### src/common/dpwm_pkg.sv
// Shared constants, types and decode helpers for the dual pulse-width modulator
package dpwm_pkg;

	// Special function register addresses
	localparam logic [7:0] DPWM_ADDR_CTRL = 8'hB2;
	localparam logic [7:0] DPWM_ADDR_DUTY_A = 8'hA1;
	localparam logic [7:0] DPWM_ADDR_DUTY_B = 8'hA2;

	// Reset values and read value of unmapped addresses
	localparam logic [7:0] DPWM_RESET_VAL = 8'h00;
	localparam logic [7:0] DPWM_UNMAPPED_VAL = 8'h00;

	// Channel count and data width
	localparam int DPWM_CH = 2;
	localparam int DPWM_W = 8;

	// Resolution codes
	localparam logic [1:0] DPWM_RES_5 = 2'h0;
	localparam logic [1:0] DPWM_RES_6 = 2'h1;
	localparam logic [1:0] DPWM_RES_7 = 2'h2;
	localparam logic [1:0] DPWM_RES_8 = 2'h3;

	// Full-scale divisors (2^n - 1) per resolution
	localparam logic [7:0] DPWM_FS_5 = 8'h1F;
	localparam logic [7:0] DPWM_FS_6 = 8'h3F;
	localparam logic [7:0] DPWM_FS_7 = 8'h7F;
	localparam logic [7:0] DPWM_FS_8 = 8'hFF;

	// Control register layout, MSB first
	typedef struct packed {
		logic [1:0] res;      // Counter width select
		logic [3:0] prescale; // Core clocks per count, minus one
		logic en_b;           // Second channel enable
		logic en_a;           // First channel enable
	} dpwm_ctrl_s;

	// Full scale of the counter; also the duty mask
	function automatic logic [7:0] dpwm_full_scale(input logic [1:0] res);
		logic [7:0] fs;
		fs = DPWM_FS_8;
		case (res)
			DPWM_RES_5: fs = DPWM_FS_5;
			DPWM_RES_6: fs = DPWM_FS_6;
			DPWM_RES_7: fs = DPWM_FS_7;
			default: fs = DPWM_FS_8;
		endcase
		return fs;
	endfunction

endpackage

### src/design/dpwm_period_counter.sv
// Shared prescaler and period counter for both modulator channels
`timescale 1ns/1ns
module dpwm_period_counter
	import dpwm_pkg::*;
(
	// Clock and reset
	input wire logic sys_clk_in,
	input wire logic srst_in,
	// Configuration
	input wire dpwm_ctrl_s ctrl_in,
	// Counter state
	output logic [7:0] count_out,
	output logic wrap_out
);

	logic [3:0] pre_reg;  // Prescale divider
	logic [3:0] pre_next;
	logic [7:0] cnt_reg;  // Period position
	logic [7:0] cnt_next;
	logic [7:0] full;     // Current full scale
	logic tick;           // One-cycle count enable
	logic wrap;           // Last count of a period

	// Next-state logic for prescaler and counter
	always_comb begin
		full = dpwm_full_scale(ctrl_in.res);
		// Compare with >= so a lowered prescale cannot strand the divider
		tick = (pre_reg >= ctrl_in.prescale);
		pre_next = tick ? 4'h0 : 4'(pre_reg + 4'h1);
		cnt_next = cnt_reg;
		wrap = 1'b0;
		if (cnt_reg > 8'(full - 8'h01)) begin
			// Width just shrank: restart at once instead of running off range
			cnt_next = 8'h00;
		end else if (tick) begin
			if (cnt_reg == 8'(full - 8'h01)) begin
				cnt_next = 8'h00; // Full scale values per period
				wrap = 1'b1;
			end else begin
				cnt_next = 8'(cnt_reg + 8'h01);
			end
		end
	end

	// Registers only
	always_ff @(posedge sys_clk_in) begin
		if (srst_in) begin
			pre_reg <= 4'h0;
			cnt_reg <= DPWM_RESET_VAL;
		end else begin
			pre_reg <= pre_next;
			cnt_reg <= cnt_next;
		end
	end

	assign count_out = cnt_reg;
	assign wrap_out = wrap;

	// Helper state for checking the period length
	logic [11:0] since_reg;    // Cycles since last wrap
	logic chg_reg;             // Configuration moved during this period
	logic seen_reg;            // At least one wrap seen
	dpwm_ctrl_s prev_reg;      // Configuration one cycle ago
	logic [11:0] exp_len;      // Expected period length in cycles

	always_ff @(posedge sys_clk_in) begin
		if (srst_in) begin
			since_reg <= 12'h000;
			chg_reg <= 1'b0;
			seen_reg <= 1'b0;
			prev_reg <= '0;
		end else begin
			since_reg <= wrap ? 12'h000 : 12'(since_reg + 12'h001);
			chg_reg <= wrap ? 1'b0 : (chg_reg | (ctrl_in != prev_reg));
			seen_reg <= seen_reg | wrap;
			prev_reg <= ctrl_in;
		end
	end

	assign exp_len = 12'({4'h0, full} * (12'({8'h00, ctrl_in.prescale}) + 12'h001));
endmodule

### src/design/dpwm_top.sv
// Dual pulse-width modulator with its three special function registers
//
// Functional notes
// - Two channels share period, separate duty registers
// - Control bits 7:6 select 5 to 8 bits
// - Period equals (2^n-1) times (prescale+1) clocks
// - Duty is low n bits over 2^n-1
// - Duty write takes effect without waiting period
// - Changed period shows duty between old and new
// - Control bit 1 enables second channel output
// - Control bit 0 enables first channel output
`timescale 1ns/1ns
module dpwm_top
	import dpwm_pkg::*;
(
	// Clock and reset
	input wire logic sys_clk_in,
	input wire logic srst_in,
	// Special function register port
	input wire logic [7:0] sfr_addr_in,
	input wire logic [7:0] sfr_wdata_in,
	input wire logic sfr_wr_in,
	input wire logic sfr_rd_in,
	output logic [7:0] sfr_rdata_out,
	// Port pin outputs
	output logic pulse_out_a_out,
	output logic pulse_out_b_out
);

	dpwm_ctrl_s ctrl_reg;                 // Shared control register
	dpwm_ctrl_s ctrl_next;
	logic [7:0] duty_reg [DPWM_CH];       // Per-channel duty registers
	logic [7:0] duty_next [DPWM_CH];
	logic [DPWM_CH-1:0] pulse_reg;        // Registered pin levels
	logic [DPWM_CH-1:0] pulse_next;
	logic [DPWM_CH-1:0] chan_en;          // Channel enables as a vector
	logic [7:0] rdata_reg;                // Read data holding register
	logic [7:0] rdata_next;
	logic [7:0] count;                    // Shared period position
	logic wrap;                           // Period boundary pulse
	logic [7:0] full;                     // Full scale and duty mask
	logic wr_ctrl;                        // Write strobes per register
	logic wr_a;
	logic wr_b;

	// One counter serves both channels, so they stay phase aligned
	dpwm_period_counter u_counter (
		.sys_clk_in(sys_clk_in),
		.srst_in(srst_in),
		.ctrl_in(ctrl_reg),
		.count_out(count),
		.wrap_out(wrap)
	);

	// Address decode of write strobes
	always_comb begin
		wr_ctrl = 1'b0;
		wr_a = 1'b0;
		wr_b = 1'b0;
		if (sfr_addr_in == DPWM_ADDR_CTRL) begin
			wr_ctrl = sfr_wr_in;
		end else if (sfr_addr_in == DPWM_ADDR_DUTY_A) begin
			wr_a = sfr_wr_in;
		end else if (sfr_addr_in == DPWM_ADDR_DUTY_B) begin
			wr_b = sfr_wr_in;
		end
	end

	// Register file next values and read mux
	always_comb begin
		ctrl_next = ctrl_reg;
		duty_next[0] = duty_reg[0];
		duty_next[1] = duty_reg[1];
		rdata_next = rdata_reg;
		// Full byte stored; resolution field sets the counter width
		if (wr_ctrl) begin
			ctrl_next = dpwm_ctrl_s'(sfr_wdata_in);
		end
		// Independent duty values per channel
		if (wr_a) begin
			duty_next[0] = sfr_wdata_in;
		end
		if (wr_b) begin
			duty_next[1] = sfr_wdata_in;
		end
		// Read data held until the next read
		if (sfr_rd_in) begin
			if (sfr_addr_in == DPWM_ADDR_CTRL) begin
				rdata_next = ctrl_reg;
			end else if (sfr_addr_in == DPWM_ADDR_DUTY_A) begin
				rdata_next = duty_reg[0];
			end else if (sfr_addr_in == DPWM_ADDR_DUTY_B) begin
				rdata_next = duty_reg[1];
			end else begin
				rdata_next = DPWM_UNMAPPED_VAL;
			end
		end
	end

	// Register file flip-flops
	always_ff @(posedge sys_clk_in) begin
		if (srst_in) begin
			ctrl_reg <= dpwm_ctrl_s'(DPWM_RESET_VAL);
			duty_reg[0] <= DPWM_RESET_VAL;
			duty_reg[1] <= DPWM_RESET_VAL;
			rdata_reg <= DPWM_RESET_VAL;
		end else begin
			ctrl_reg <= ctrl_next;
			duty_reg[0] <= duty_next[0];
			duty_reg[1] <= duty_next[1];
			rdata_reg <= rdata_next;
		end
	end

	assign full = dpwm_full_scale(ctrl_reg.res);
	assign chan_en = {ctrl_reg.en_b, ctrl_reg.en_a};

	// Per-channel comparator against the live duty register
	genvar g;
	generate
		for (g = 0; g < DPWM_CH; g++) begin : g_chan
			// Masking drops unused upper duty bits
			// No shadow copy, so a write acts mid-period
			// Disabled channels held low
			assign pulse_next[g] = chan_en[g] && (count < (duty_reg[g] & full));
		end
	endgenerate

	// Output flip-flops; one cycle of latency, but glitch-free pins
	always_ff @(posedge sys_clk_in) begin
		if (srst_in) begin
			pulse_reg <= '0;
		end else begin
			pulse_reg <= pulse_next;
		end
	end

	assign pulse_out_a_out = pulse_reg[0];
	assign pulse_out_b_out = pulse_reg[1];
	assign sfr_rdata_out = rdata_reg;
endmodule
### config.mk
export PLATFORM = sky130hd
export DESIGN_NAME = dpwm_top
export DESIGN_NICKNAME = d
export VERILOG_FILES = /design/src/common/dpwm_pkg.sv /design/src/design/dpwm_period_counter.sv /design/src/design/dpwm_top.sv
export SDC_FILE = /design/constraint.sdc
export NUM_CORES = 1
export LEC_CHECK = 0
export CAP_MARGIN = 20
export CORE_ASPECT_RATIO = 0.7
export CORE_UTILIZATION = 30
export CTS_CLUSTER_SIZE = 28
export DETAILED_ROUTE_END_ITERATION = 8
export DONT_BUFFER_PORTS = 1
export HOLD_SLACK_MARGIN = 0.08
export PLACE_DENSITY = 0.49
export SLEW_MARGIN = 20
export SYNTH_ARGS = -nofsm -noshare
export SYNTH_HDL_FRONTEND = slang
export SYNTH_SLANG_ARGS = --single-unit
### constraint.sdc
create_clock -name sys_clk_in -period 3.87 [get_ports sys_clk_in]
set_input_delay 0.774 -clock sys_clk_in [delete_from_list [all_inputs] [get_ports sys_clk_in]]
set_output_delay 0.774 -clock sys_clk_in [all_outputs]
set_load 0.01 [all_outputs]
* Word-level counts from Yosys, hierarchy flattened
Memory sizes are Yosys's and may differ from the RTL's.
Index checks and enable logic that the tools add are counted.
** Storage, ports and cells
- Bits in registers :: 30
- Memory bits (writable) :: 16
- Input bits :: 20
- Output and inout port bits :: 10
- Memories :: 1
** Operators by class
- Add/sub/neg operators :: 3
- $lt $le $gt $ge :: 4
- Eq/ne operators :: 6
- Multiplexer cells :: 18
- Bitwise gates (word level) :: 4
- Reduce and logical (&&, ||, !) cells :: 5
** Memory list
- duty_reg :: words 2, bits a word 8, rd ports 2, clocked after Yosys merged registers in 0, wr ports 2, RTL line dpwm_top.sv:32 : logic [7:0] duty_reg [DPWM_CH];
** Operators with widths (count)
- $mux W8 :: 8
- $eq A8 B8 Y1 const B :: 3
- $pmux W8 S3 :: 1
- $and A8 B8 Y8 :: 2
- $lt A8 B8 Y1 :: 2
- $mux W1 :: 9
- $add A8 B1 Y8 const B :: 1
- $eq A8 B8 Y1 :: 1
- $gt A8 B8 Y1 :: 1
- $sub A8 B1 Y8 const B :: 1
- $add A4 B1 Y4 const B :: 1
- $ge A4 B4 Y1 :: 1
- $reduce_or A2 Y1 :: 2
- $eq A2 B1 Y1 const B :: 1
- $eq A2 B2 Y1 const B :: 1
- $logic_and A1 B1 Y1 :: 2
- $logic_not A2 Y1 :: 1
- $or A1 B1 Y1 :: 2

* Logic depth before layout (Yosys ltp)
Gate-level depths: netlist of the first run.
- Word-level depth :: 6
- Gate-level depth with buffers :: 9

* Cells and area by module
A second synthesis of the first run with hierarchy kept.
** Second synthesis, totals
- Cell total of the unflattened synthesis :: 277
- Area total of the unflattened synthesis :: 2567.5 um2
** By module, submodules not included
- dpwm_top :: instances 1, cells each 184, area an instance 1795.5 um2
- dpwm_period_counter :: instances 1, cells each 93, area an instance 772.0 um2

* Worst setup path after synthesis of the first run
Ideal clock, no wire load.
- Kind :: in2reg
- From :: input port sfr_addr_in[1]
- To :: memory duty_reg[0][0]
- Setup time :: 0.128 ns
- Arrival :: 1.791 ns
- Required time :: 3.742 ns
- Setup slack :: 1.951 ns
- Stages :: 7
- Path through :: nor4_1 > and2_1 > buf_4 > and3_1 > buf_6 > mux2i_1 > nor2_1
** RTL lines
- start, declared :: RTL line dpwm_top.sv:20 : input wire logic [7:0] sfr_addr_in,
- end, declared :: RTL line dpwm_top.sv:32

* Final worst setup path of the first run
- From :: register u_counter.pre_reg[0]
- To :: register u_counter.cnt_reg[2], in the netlist u_counter.count_out[2]
** On the way
- Longest elaborated chain between the ends :: 1
** Ends and longest elaborated chain
- start, declared :: RTL line dpwm_period_counter.sv:16 : logic [3:0] pre_reg;
- start signal, assigned :: RTL line dpwm_period_counter.sv:51 : pre_reg <= pre_next;
- $ge A4 B4 Y1 :: RTL line dpwm_period_counter.sv:28 : tick = (pre_reg >= ctrl_in.prescale);
- end signal, assigned :: RTL line dpwm_period_counter.sv:52 : cnt_reg <= cnt_next;
- end, declared :: RTL line dpwm_period_counter.sv:18 : logic [7:0] cnt_reg;
No other way between the ends.
A chain may end at the register's enable or synchronous reset.

==> qor.yml, run 1 <==
status: "complete, but fails checks"
violations: "design-rule violations"
cp_slowest_cell: "a2111oi_4"
die_y_um: 78.32
portBuffers: 0
drt_first_pass_iters: 6
design_area_um2: 2706
tns_ns: 0
clock_skew_ns: 0.005670
ctsResizeCount: 0
antenna_cells: 0
intPower_uw: 727.8
path_buf_inv: 1
crit_type: "flop to flop"
synth_warnings: 0
grt_overflow: 0
fp.dieW_um: 111.0
finalMaxSlewViolations: 0
drt-initial-drc-count: 102
drv_cap: 0
critical_path.cell_chain: "inv_1, ha_1, nand2b_4, a2111oi_4, nor2_2, a21oi_1, nor3b_2"
synth_cell_type_count: 43
insertion_delay_ns: 0.29
p_switching_uw: 205.9
clockPowerShare_pct: 44.1
wl_per_cell_um: 15.40
core_um2: 7973
final_common_cell: "dfxtp_1"
first_global_vias: 1760
gp_congestion: 0.7239
initial_core_util_pct: 31.31
slew_headroom_pct: 53.05
p_per_area_nw_per_um2: 345.0
setup_viol: 0
antenna_found_initial: 0
numCtsBuffers: 5
routed_wl_um: 5806
pin_count: 30
fillCellCount: 829
fin_crit_sh_pct: 54.77
row_count: 27
clk_root_buffer_cell: "clkbuf_16"
yosysSeqAreaShare_pct: 36.89
cp-end-kind: "flop"
drc: 2
place_area_um2: 2571
clock_path_buffers: 2
synth.ff_latch_count: 46
rsz0062_at_grt: "false"
syn_nets: 323
cts_setup_buffers: 0
grt_max_degree: 35
worstPathMaxFanout: 9
drive_gt1_share_pct: 5.797
tightest_slew_ns: 0.7016
syn_avg_cell_area_um2: 8.947
worstSetupStartpointType: "flop"
ys.flop_type: "dfxtp_1"
largest_reg_flops: 16
vdd.ir_drop.worst_uv: 156.2
finalHoldViolCount: 0
maxClockFrequency_ghz: 0.4718
combPwrFrac_pct: 4.1
leakagePower_nw: 1.031
vias_per_cell: 4.886
cts_tree: "yes"
crit_required_ns: 4.05
cp_top_family: "compound AO/OA/AOI/OAI gates"
area_delta_synth_final_pct: 8.421
netlist_area_um2: 2496
seqPwrFrac_pct: 51.8
track_usage_pct: 14.29
min_period_ns: 2.119
layout.nets: 320
grt_pass1_wl_um: 9501
cts.clk_slew.worst_paths_ns: 0.06
hold_path_class: "flop to flop"
syn_inst: 279
max_stage_delay_ns: 0.65
dr_total_vias: 1842
postCtsHoldBufs: 0
dpl.hpwl_um: 4416
switching_share_pct: 22.06
crit_arrival_ns: 2.30
synth-edff-count: 0
layout_common_cells: "46 x dfxtp_1, 44 x nor2_1, 24 x mux2i_1, 24 x ha_1, 20 x nand2_1"
synthArstFlopShare_pct: 0
drtAntennaViolNets: 0
htreeDepth: 2
die-area_um2: 8695
cts.sinks: 46
[worst paths after layout]
check / startpoint / end / slack [ns] / cells after the start
worst max-delay path: u_counter.pre_reg[0] / u_counter.count_out[2] / 1.75 / 7
worst min register to register: chan_en[1] / pulse_reg[1] / 0.46 / 2
worst max register to register: u_counter.pre_reg[0] / u_counter.count_out[2] / 1.75 / 7
worst min-delay path: chan_en[1] / pulse_reg[1] / 0.46 / 2
[worst register-to-register path, stage by stage, from the launching register on]
cell and delay (ns):
dfxtp_1 0.37, inv_1 0.06, ha_1 0.27, nand2b_4 0.15
a2111oi_4 0.65, nor2_2 0.22, a21oi_1 0.23, nor3b_2 0.06
[synth_stat cells (2+ instances only)]
master | number | area share [%]
inv_1 | 14 | 2.1
o2111ai_1 | 2 | 0.70
dfxtp_1 | 46 | 37
o31ai_1 | 8 | 2.4
xnor2_1 | 5 | 1.8
nand2_1 | 20 | 3.0
clkbuf_1 | 5 | 0.75
and3_1 | 3 | 0.75
o21a_1 | 8 | 2.4
a211oi_1 | 2 | 0.60
a21o_1 | 6 | 1.8
nand2b_1 | 2 | 0.50
a21oi_1 | 17 | 3.4
nand3_1 | 9 | 1.8
nor4_1 | 2 | 0.50
buf_4 | 2 | 0.60
nor3_1 | 5 | 1.0
ha_1 | 24 | 12
mux2i_1 | 24 | 9.6
o21ai_0 | 8 | 1.6
nor2_1 | 44 | 6.6
buf_2 | 2 | 0.40
[power groups by stage]
stage / Combinational, mW / Sequential, mW / Clock, mW
CTS: 0.0378 / 0.484 / 0.430
global placement: 0.0368 / 0.495 / 0
floorplan: 0.0353 / 0.493 / 0
detailed placement: 0.0373 / 0.495 / 0
global route: 0.0426 / 0.485 / 0.447
finish: 0.0380 / 0.484 / 0.412
[stage by stage]
stage	cells	total power, mW	util (%)	setup slack [ns]	hold slack (ns)
after CTS	377	0.9519	33.95	1.748	0.4636
final	377	0.9337	33.95	1.751	0.4646
after global routing	377	0.9740	33.95	1.561	0.4836
after detailed placement	370	0.5321	32.25	1.509	0.4559
after global placement	370	0.5319	32.25	1.588	0.4625
after floorplan	279	0.5279	-	1.951	0.4247
[area by class of cell]
| type | count | area (um^2) | share of cell area (%) |
|---|---|---|---|
| multi-input cells | 208 | 1464 | 54.09 |
| well taps | 101 | 126.4 | 4.669 |
| inverters | 14 | 52.55 | 1.942 |
| clock inverters | 2 | 10.01 | 0.3699 |
| repair buffers | 1 | 7.507 | 0.2774 |
| flip-flops and latches | 46 | 920.9 | 34.03 |
| clock buffers | 5 | 125.1 | 4.623 |
[routing by layer]
| layer | global-route usage [%] | routed length (um) | share of wire, % |
|---|---|---|---|
| met3 | 4.479 | 290 | 5.0 |
| met2 | 18.05 | 2205 | 38 |
| met1 | 22.49 | 3301 | 57 |
| met4 | 3.243 | 8 | 0.14 |
| met5 | 0 | 0 | 0 |
[logic make-up after synthesis]
family	Yosys count	synth area share [%]
compound gates	57	15.64
xor+xnor	6	2.105
fa+ha+maj	24	12.03
buf+inv	25	4.461
flops	46	36.89
mux	24	9.624
simple gates	97	19.25
(Power assumes the default switching activity.)
==> run 2, diff against run 1 <==
==> constraint.sdc (replaced) <==
create_clock -name sys_clk_in -period 2.2 [get_ports sys_clk_in]
set_input_delay 0.44 -clock sys_clk_in [delete_from_list [all_inputs] [get_ports sys_clk_in]]
set_output_delay 0.44 -clock sys_clk_in [all_outputs]
set_load 0.01 [all_outputs]
==> run 2 against run 1 <==
Net effect:
- register-to-register slack got worse by 1.4 ns
- non-clock buffer count rose by 7
- the flow still finishes with violations (design-rule violations)
- critical endpoint is now u_counter.count_out[3]
- core utilization up 1.1 points
- final cell count is 2.1% higher
- global-route usage rose by 0.17 points
- maximum frequency is 15% higher
- first-iteration DRC count down 21%
- highest routed layer unchanged
- sequential power grew 76%
- clock skew grew 0.00072 ns
- design area grew 3.2%
==> qor.yml, run 2 (synthesis gave the netlist of run 1 again) <==
grt_use_met3_pct: 4.788  # was 4.479%
drt-initial-drc-count: 81  # was 102
die_y_um: 78.32  # unchanged
drive_gt1_share_pct: 8.451  # was 5.797%
min_period_ns: 1.850  # was 2.119 ns
row_count: 27  # unchanged
layout.nets: 327  # was 320
dpl.hpwl_um: 4438  # was 4416 um
routed_wl_um: 5850  # was 5806 um
reg2regPathDepth: 8  # was 7
tightest_slew_ns: 0.7145  # was 0.7016 ns
dr_total_vias: 1907  # was 1842
stdcell_count: 385  # was 377
ctsResizeCount: 0  # unchanged
place_area_um2: 2624  # was 2571 um^2
p_switching_uw: 376.8  # was 205.9 uW
fillCellCount: 828  # was 829
insertion_delay_ns: 0.29  # about the same
gp_congestion: 0.7428  # was 0.7239
clock_path_buffers: 2  # unchanged
cts.sinks: 46  # unchanged
largest_reg_flops: 16  # unchanged
drt_first_pass_iters: 7  # was 6
finalMaxSlewViolations: 0  # unchanged
grt_most_used_layer: "met1"  # unchanged
cts_tree: "yes"  # unchanged
final_common_cell: "dfxtp_1"  # unchanged
pin_count: 30  # unchanged
crit_end: "u_counter.count_out[3]"  # was u_counter.count_out[2]
setup_viol: 0  # unchanged
clk_root_buffer_cell: "clkbuf_16"  # unchanged
drv_cap: 0  # unchanged
antenna_found_initial: 0  # unchanged
dp_cells: 377  # was 370
crit_required_ns: 2.42  # was 4.05 ns
finalHoldViolCount: 0  # unchanged
utilization_pct: 35.04  # was 33.95%
hold_path_class: "primary input to flop"  # was flop to flop
first_global_vias: 1846  # was 1760
worstSetupStartpointType: "flop"  # unchanged
wl_per_cell_um: 15.19  # was 15.40 um
area_delta_synth_final_pct: 11.93  # was 8.421%
met2_usage_pct: 19.12  # was 18.05%
switching_share_pct: 21.14  # was 22.06%
fin_crit_sh_pct: 84.08  # was 54.77%
status: "complete, but fails checks"  # unchanged
clockPowerShare_pct: 48.5  # was 44.1%
design_area_um2: 2794  # was 2706 um^2
p_total_mw: 1.783  # was 933.7 uW
slew_headroom_pct: 52.19  # was 53.05%
cts.clk_slew.worst_paths_ns: 0.07  # was 0.06 ns
cts_setup_buffers: 0  # unchanged
maxClockFrequency_ghz: 0.5406  # was 0.4718 GHz
drtAntennaViolNets: 0  # unchanged
vdd.ir_drop.worst_uv: 282.7  # was 156.2 uV
htreeDepth: 2  # unchanged
core_um2: 7973  # unchanged
rsz0062_at_grt: "false"  # unchanged
numCtsBuffers: 5  # unchanged
hold_ws_ns: 0.2143  # was 0.4646 ns
grt_overflow: 0  # unchanged
reg2reg_setup_slack_ns: 0.35  # was 1.75 ns
postCtsHoldBufs: 0  # unchanged
r2r-start: "u_counter.pre_reg[0]"  # unchanged
worstPathMaxFanout: 9  # unchanged
portBuffers: 0  # unchanged
fp.dieW_um: 111.0  # unchanged
drc: 3  # was 2
violations: "design-rule violations"  # unchanged
combPwrFrac_pct: 3.8  # was 4.1%
pre_cts_slack_ns: 0.3474  # was 1.509 ns
antenna_cells: 0  # unchanged
r2r_end: "u_counter.count_out[3]"  # was u_counter.count_out[2]
crit_arrival_ns: 2.07  # was 2.30 ns
layout_common_cells: "46 x dfxtp_1, 44 x nor2_1, 24 x mux2i_1, 24 x ha_1, 20 x nand2_1"  # unchanged
track_usage_pct: 14.46  # was 14.29%
grt_pass1_wl_um: 9680  # was 9501 um
grt_use_met1_pct: 21.80  # was 22.49%
vias_per_cell: 4.953  # was 4.886
leakagePower_nw: 1.076  # was 1.031 nW
grt_max_degree: 35  # unchanged
p_per_area_nw_per_um2: 638.1  # was 345.0 nW/um^2
crit_type: "flop to flop"  # unchanged
intPower_mw: 1.406  # was 727.8 uW
seqPwrFrac_pct: 47.8  # was 51.8%
setup_slack_ns: 0.3502  # was 1.751 ns
initial_core_util_pct: 31.31  # unchanged
die-area_um2: 8695  # unchanged
tns_ns: 0  # unchanged
critPathLaunch: "u_counter.pre_reg[0]"  # unchanged
clock_skew_ns: 0.006390  # was 0.005670 ns
cp-end-kind: "flop"  # unchanged
## run 2: cell types whose count changed in the layout (fill, tap and decap cells not counted)
| cell | before | now |
|---|---|---|
| bufinv_16 | 0 | 1 |
| clkinvlp_4 | 0 | 2 |
| buf_4 | 1 | 8 |
| clkinv_2 | 2 | 0 |
## run 2: routing by layer
metal,wire [um],up-vias
met5,0,-
met3,283,7
li1,-,990
met4,51,0
met2,2178,31
met1,3337,879
## run 2: worst min path at each step
stage / startpoint / cells after the start / endpoint
after global routing: srst_in / 1 / duty_reg[0][10]
after CTS: srst_in / 1 / duty_reg[0][13]
final: srst_in / 1 / duty_reg[0][13]
after detailed placement: chan_en[1] / 2 / pulse_reg[1]
after floorplan: chan_en[0] / 2 / pulse_reg[0]
after global placement: chan_en[1] / 2 / pulse_reg[1]
## run 2: worst max-delay path, cell delays in order, from the launching register on
cell	delay, ns
dfxtp_1	0.37
inv_1	0.06
ha_1	0.26
nand2b_4	0.14
a2111oi_4	0.33
buf_4	0.21
o21ai_1	0.08
a21o_1	0.21
nor2_1	0.11
## run 2: cell type report
class,count,area (um^2),area share [%]
inverters,14,52.55,1.881
repair buffers,8,60.06,2.150
flip-flops and latches,46,920.9,32.96
multi-input cells,208,1464,52.40
clock inverters,3,45.04,1.612
well taps,101,126.4,4.523
clock buffers,5,125.1,4.478
## run 2: power by group through the flow
stage | combinational [mW] | clock, mW | sequential (mW)
after detailed placement | 0.0672 | 0 | 0.871
final | 0.0674 | 0.864 | 0.851
after CTS | 0.0681 | 0.892 | 0.851
after floorplan | 0.0622 | 0 | 0.866
after global routing | 0.0766 | 0.929 | 0.853
after global placement | 0.0673 | 0 | 0.871
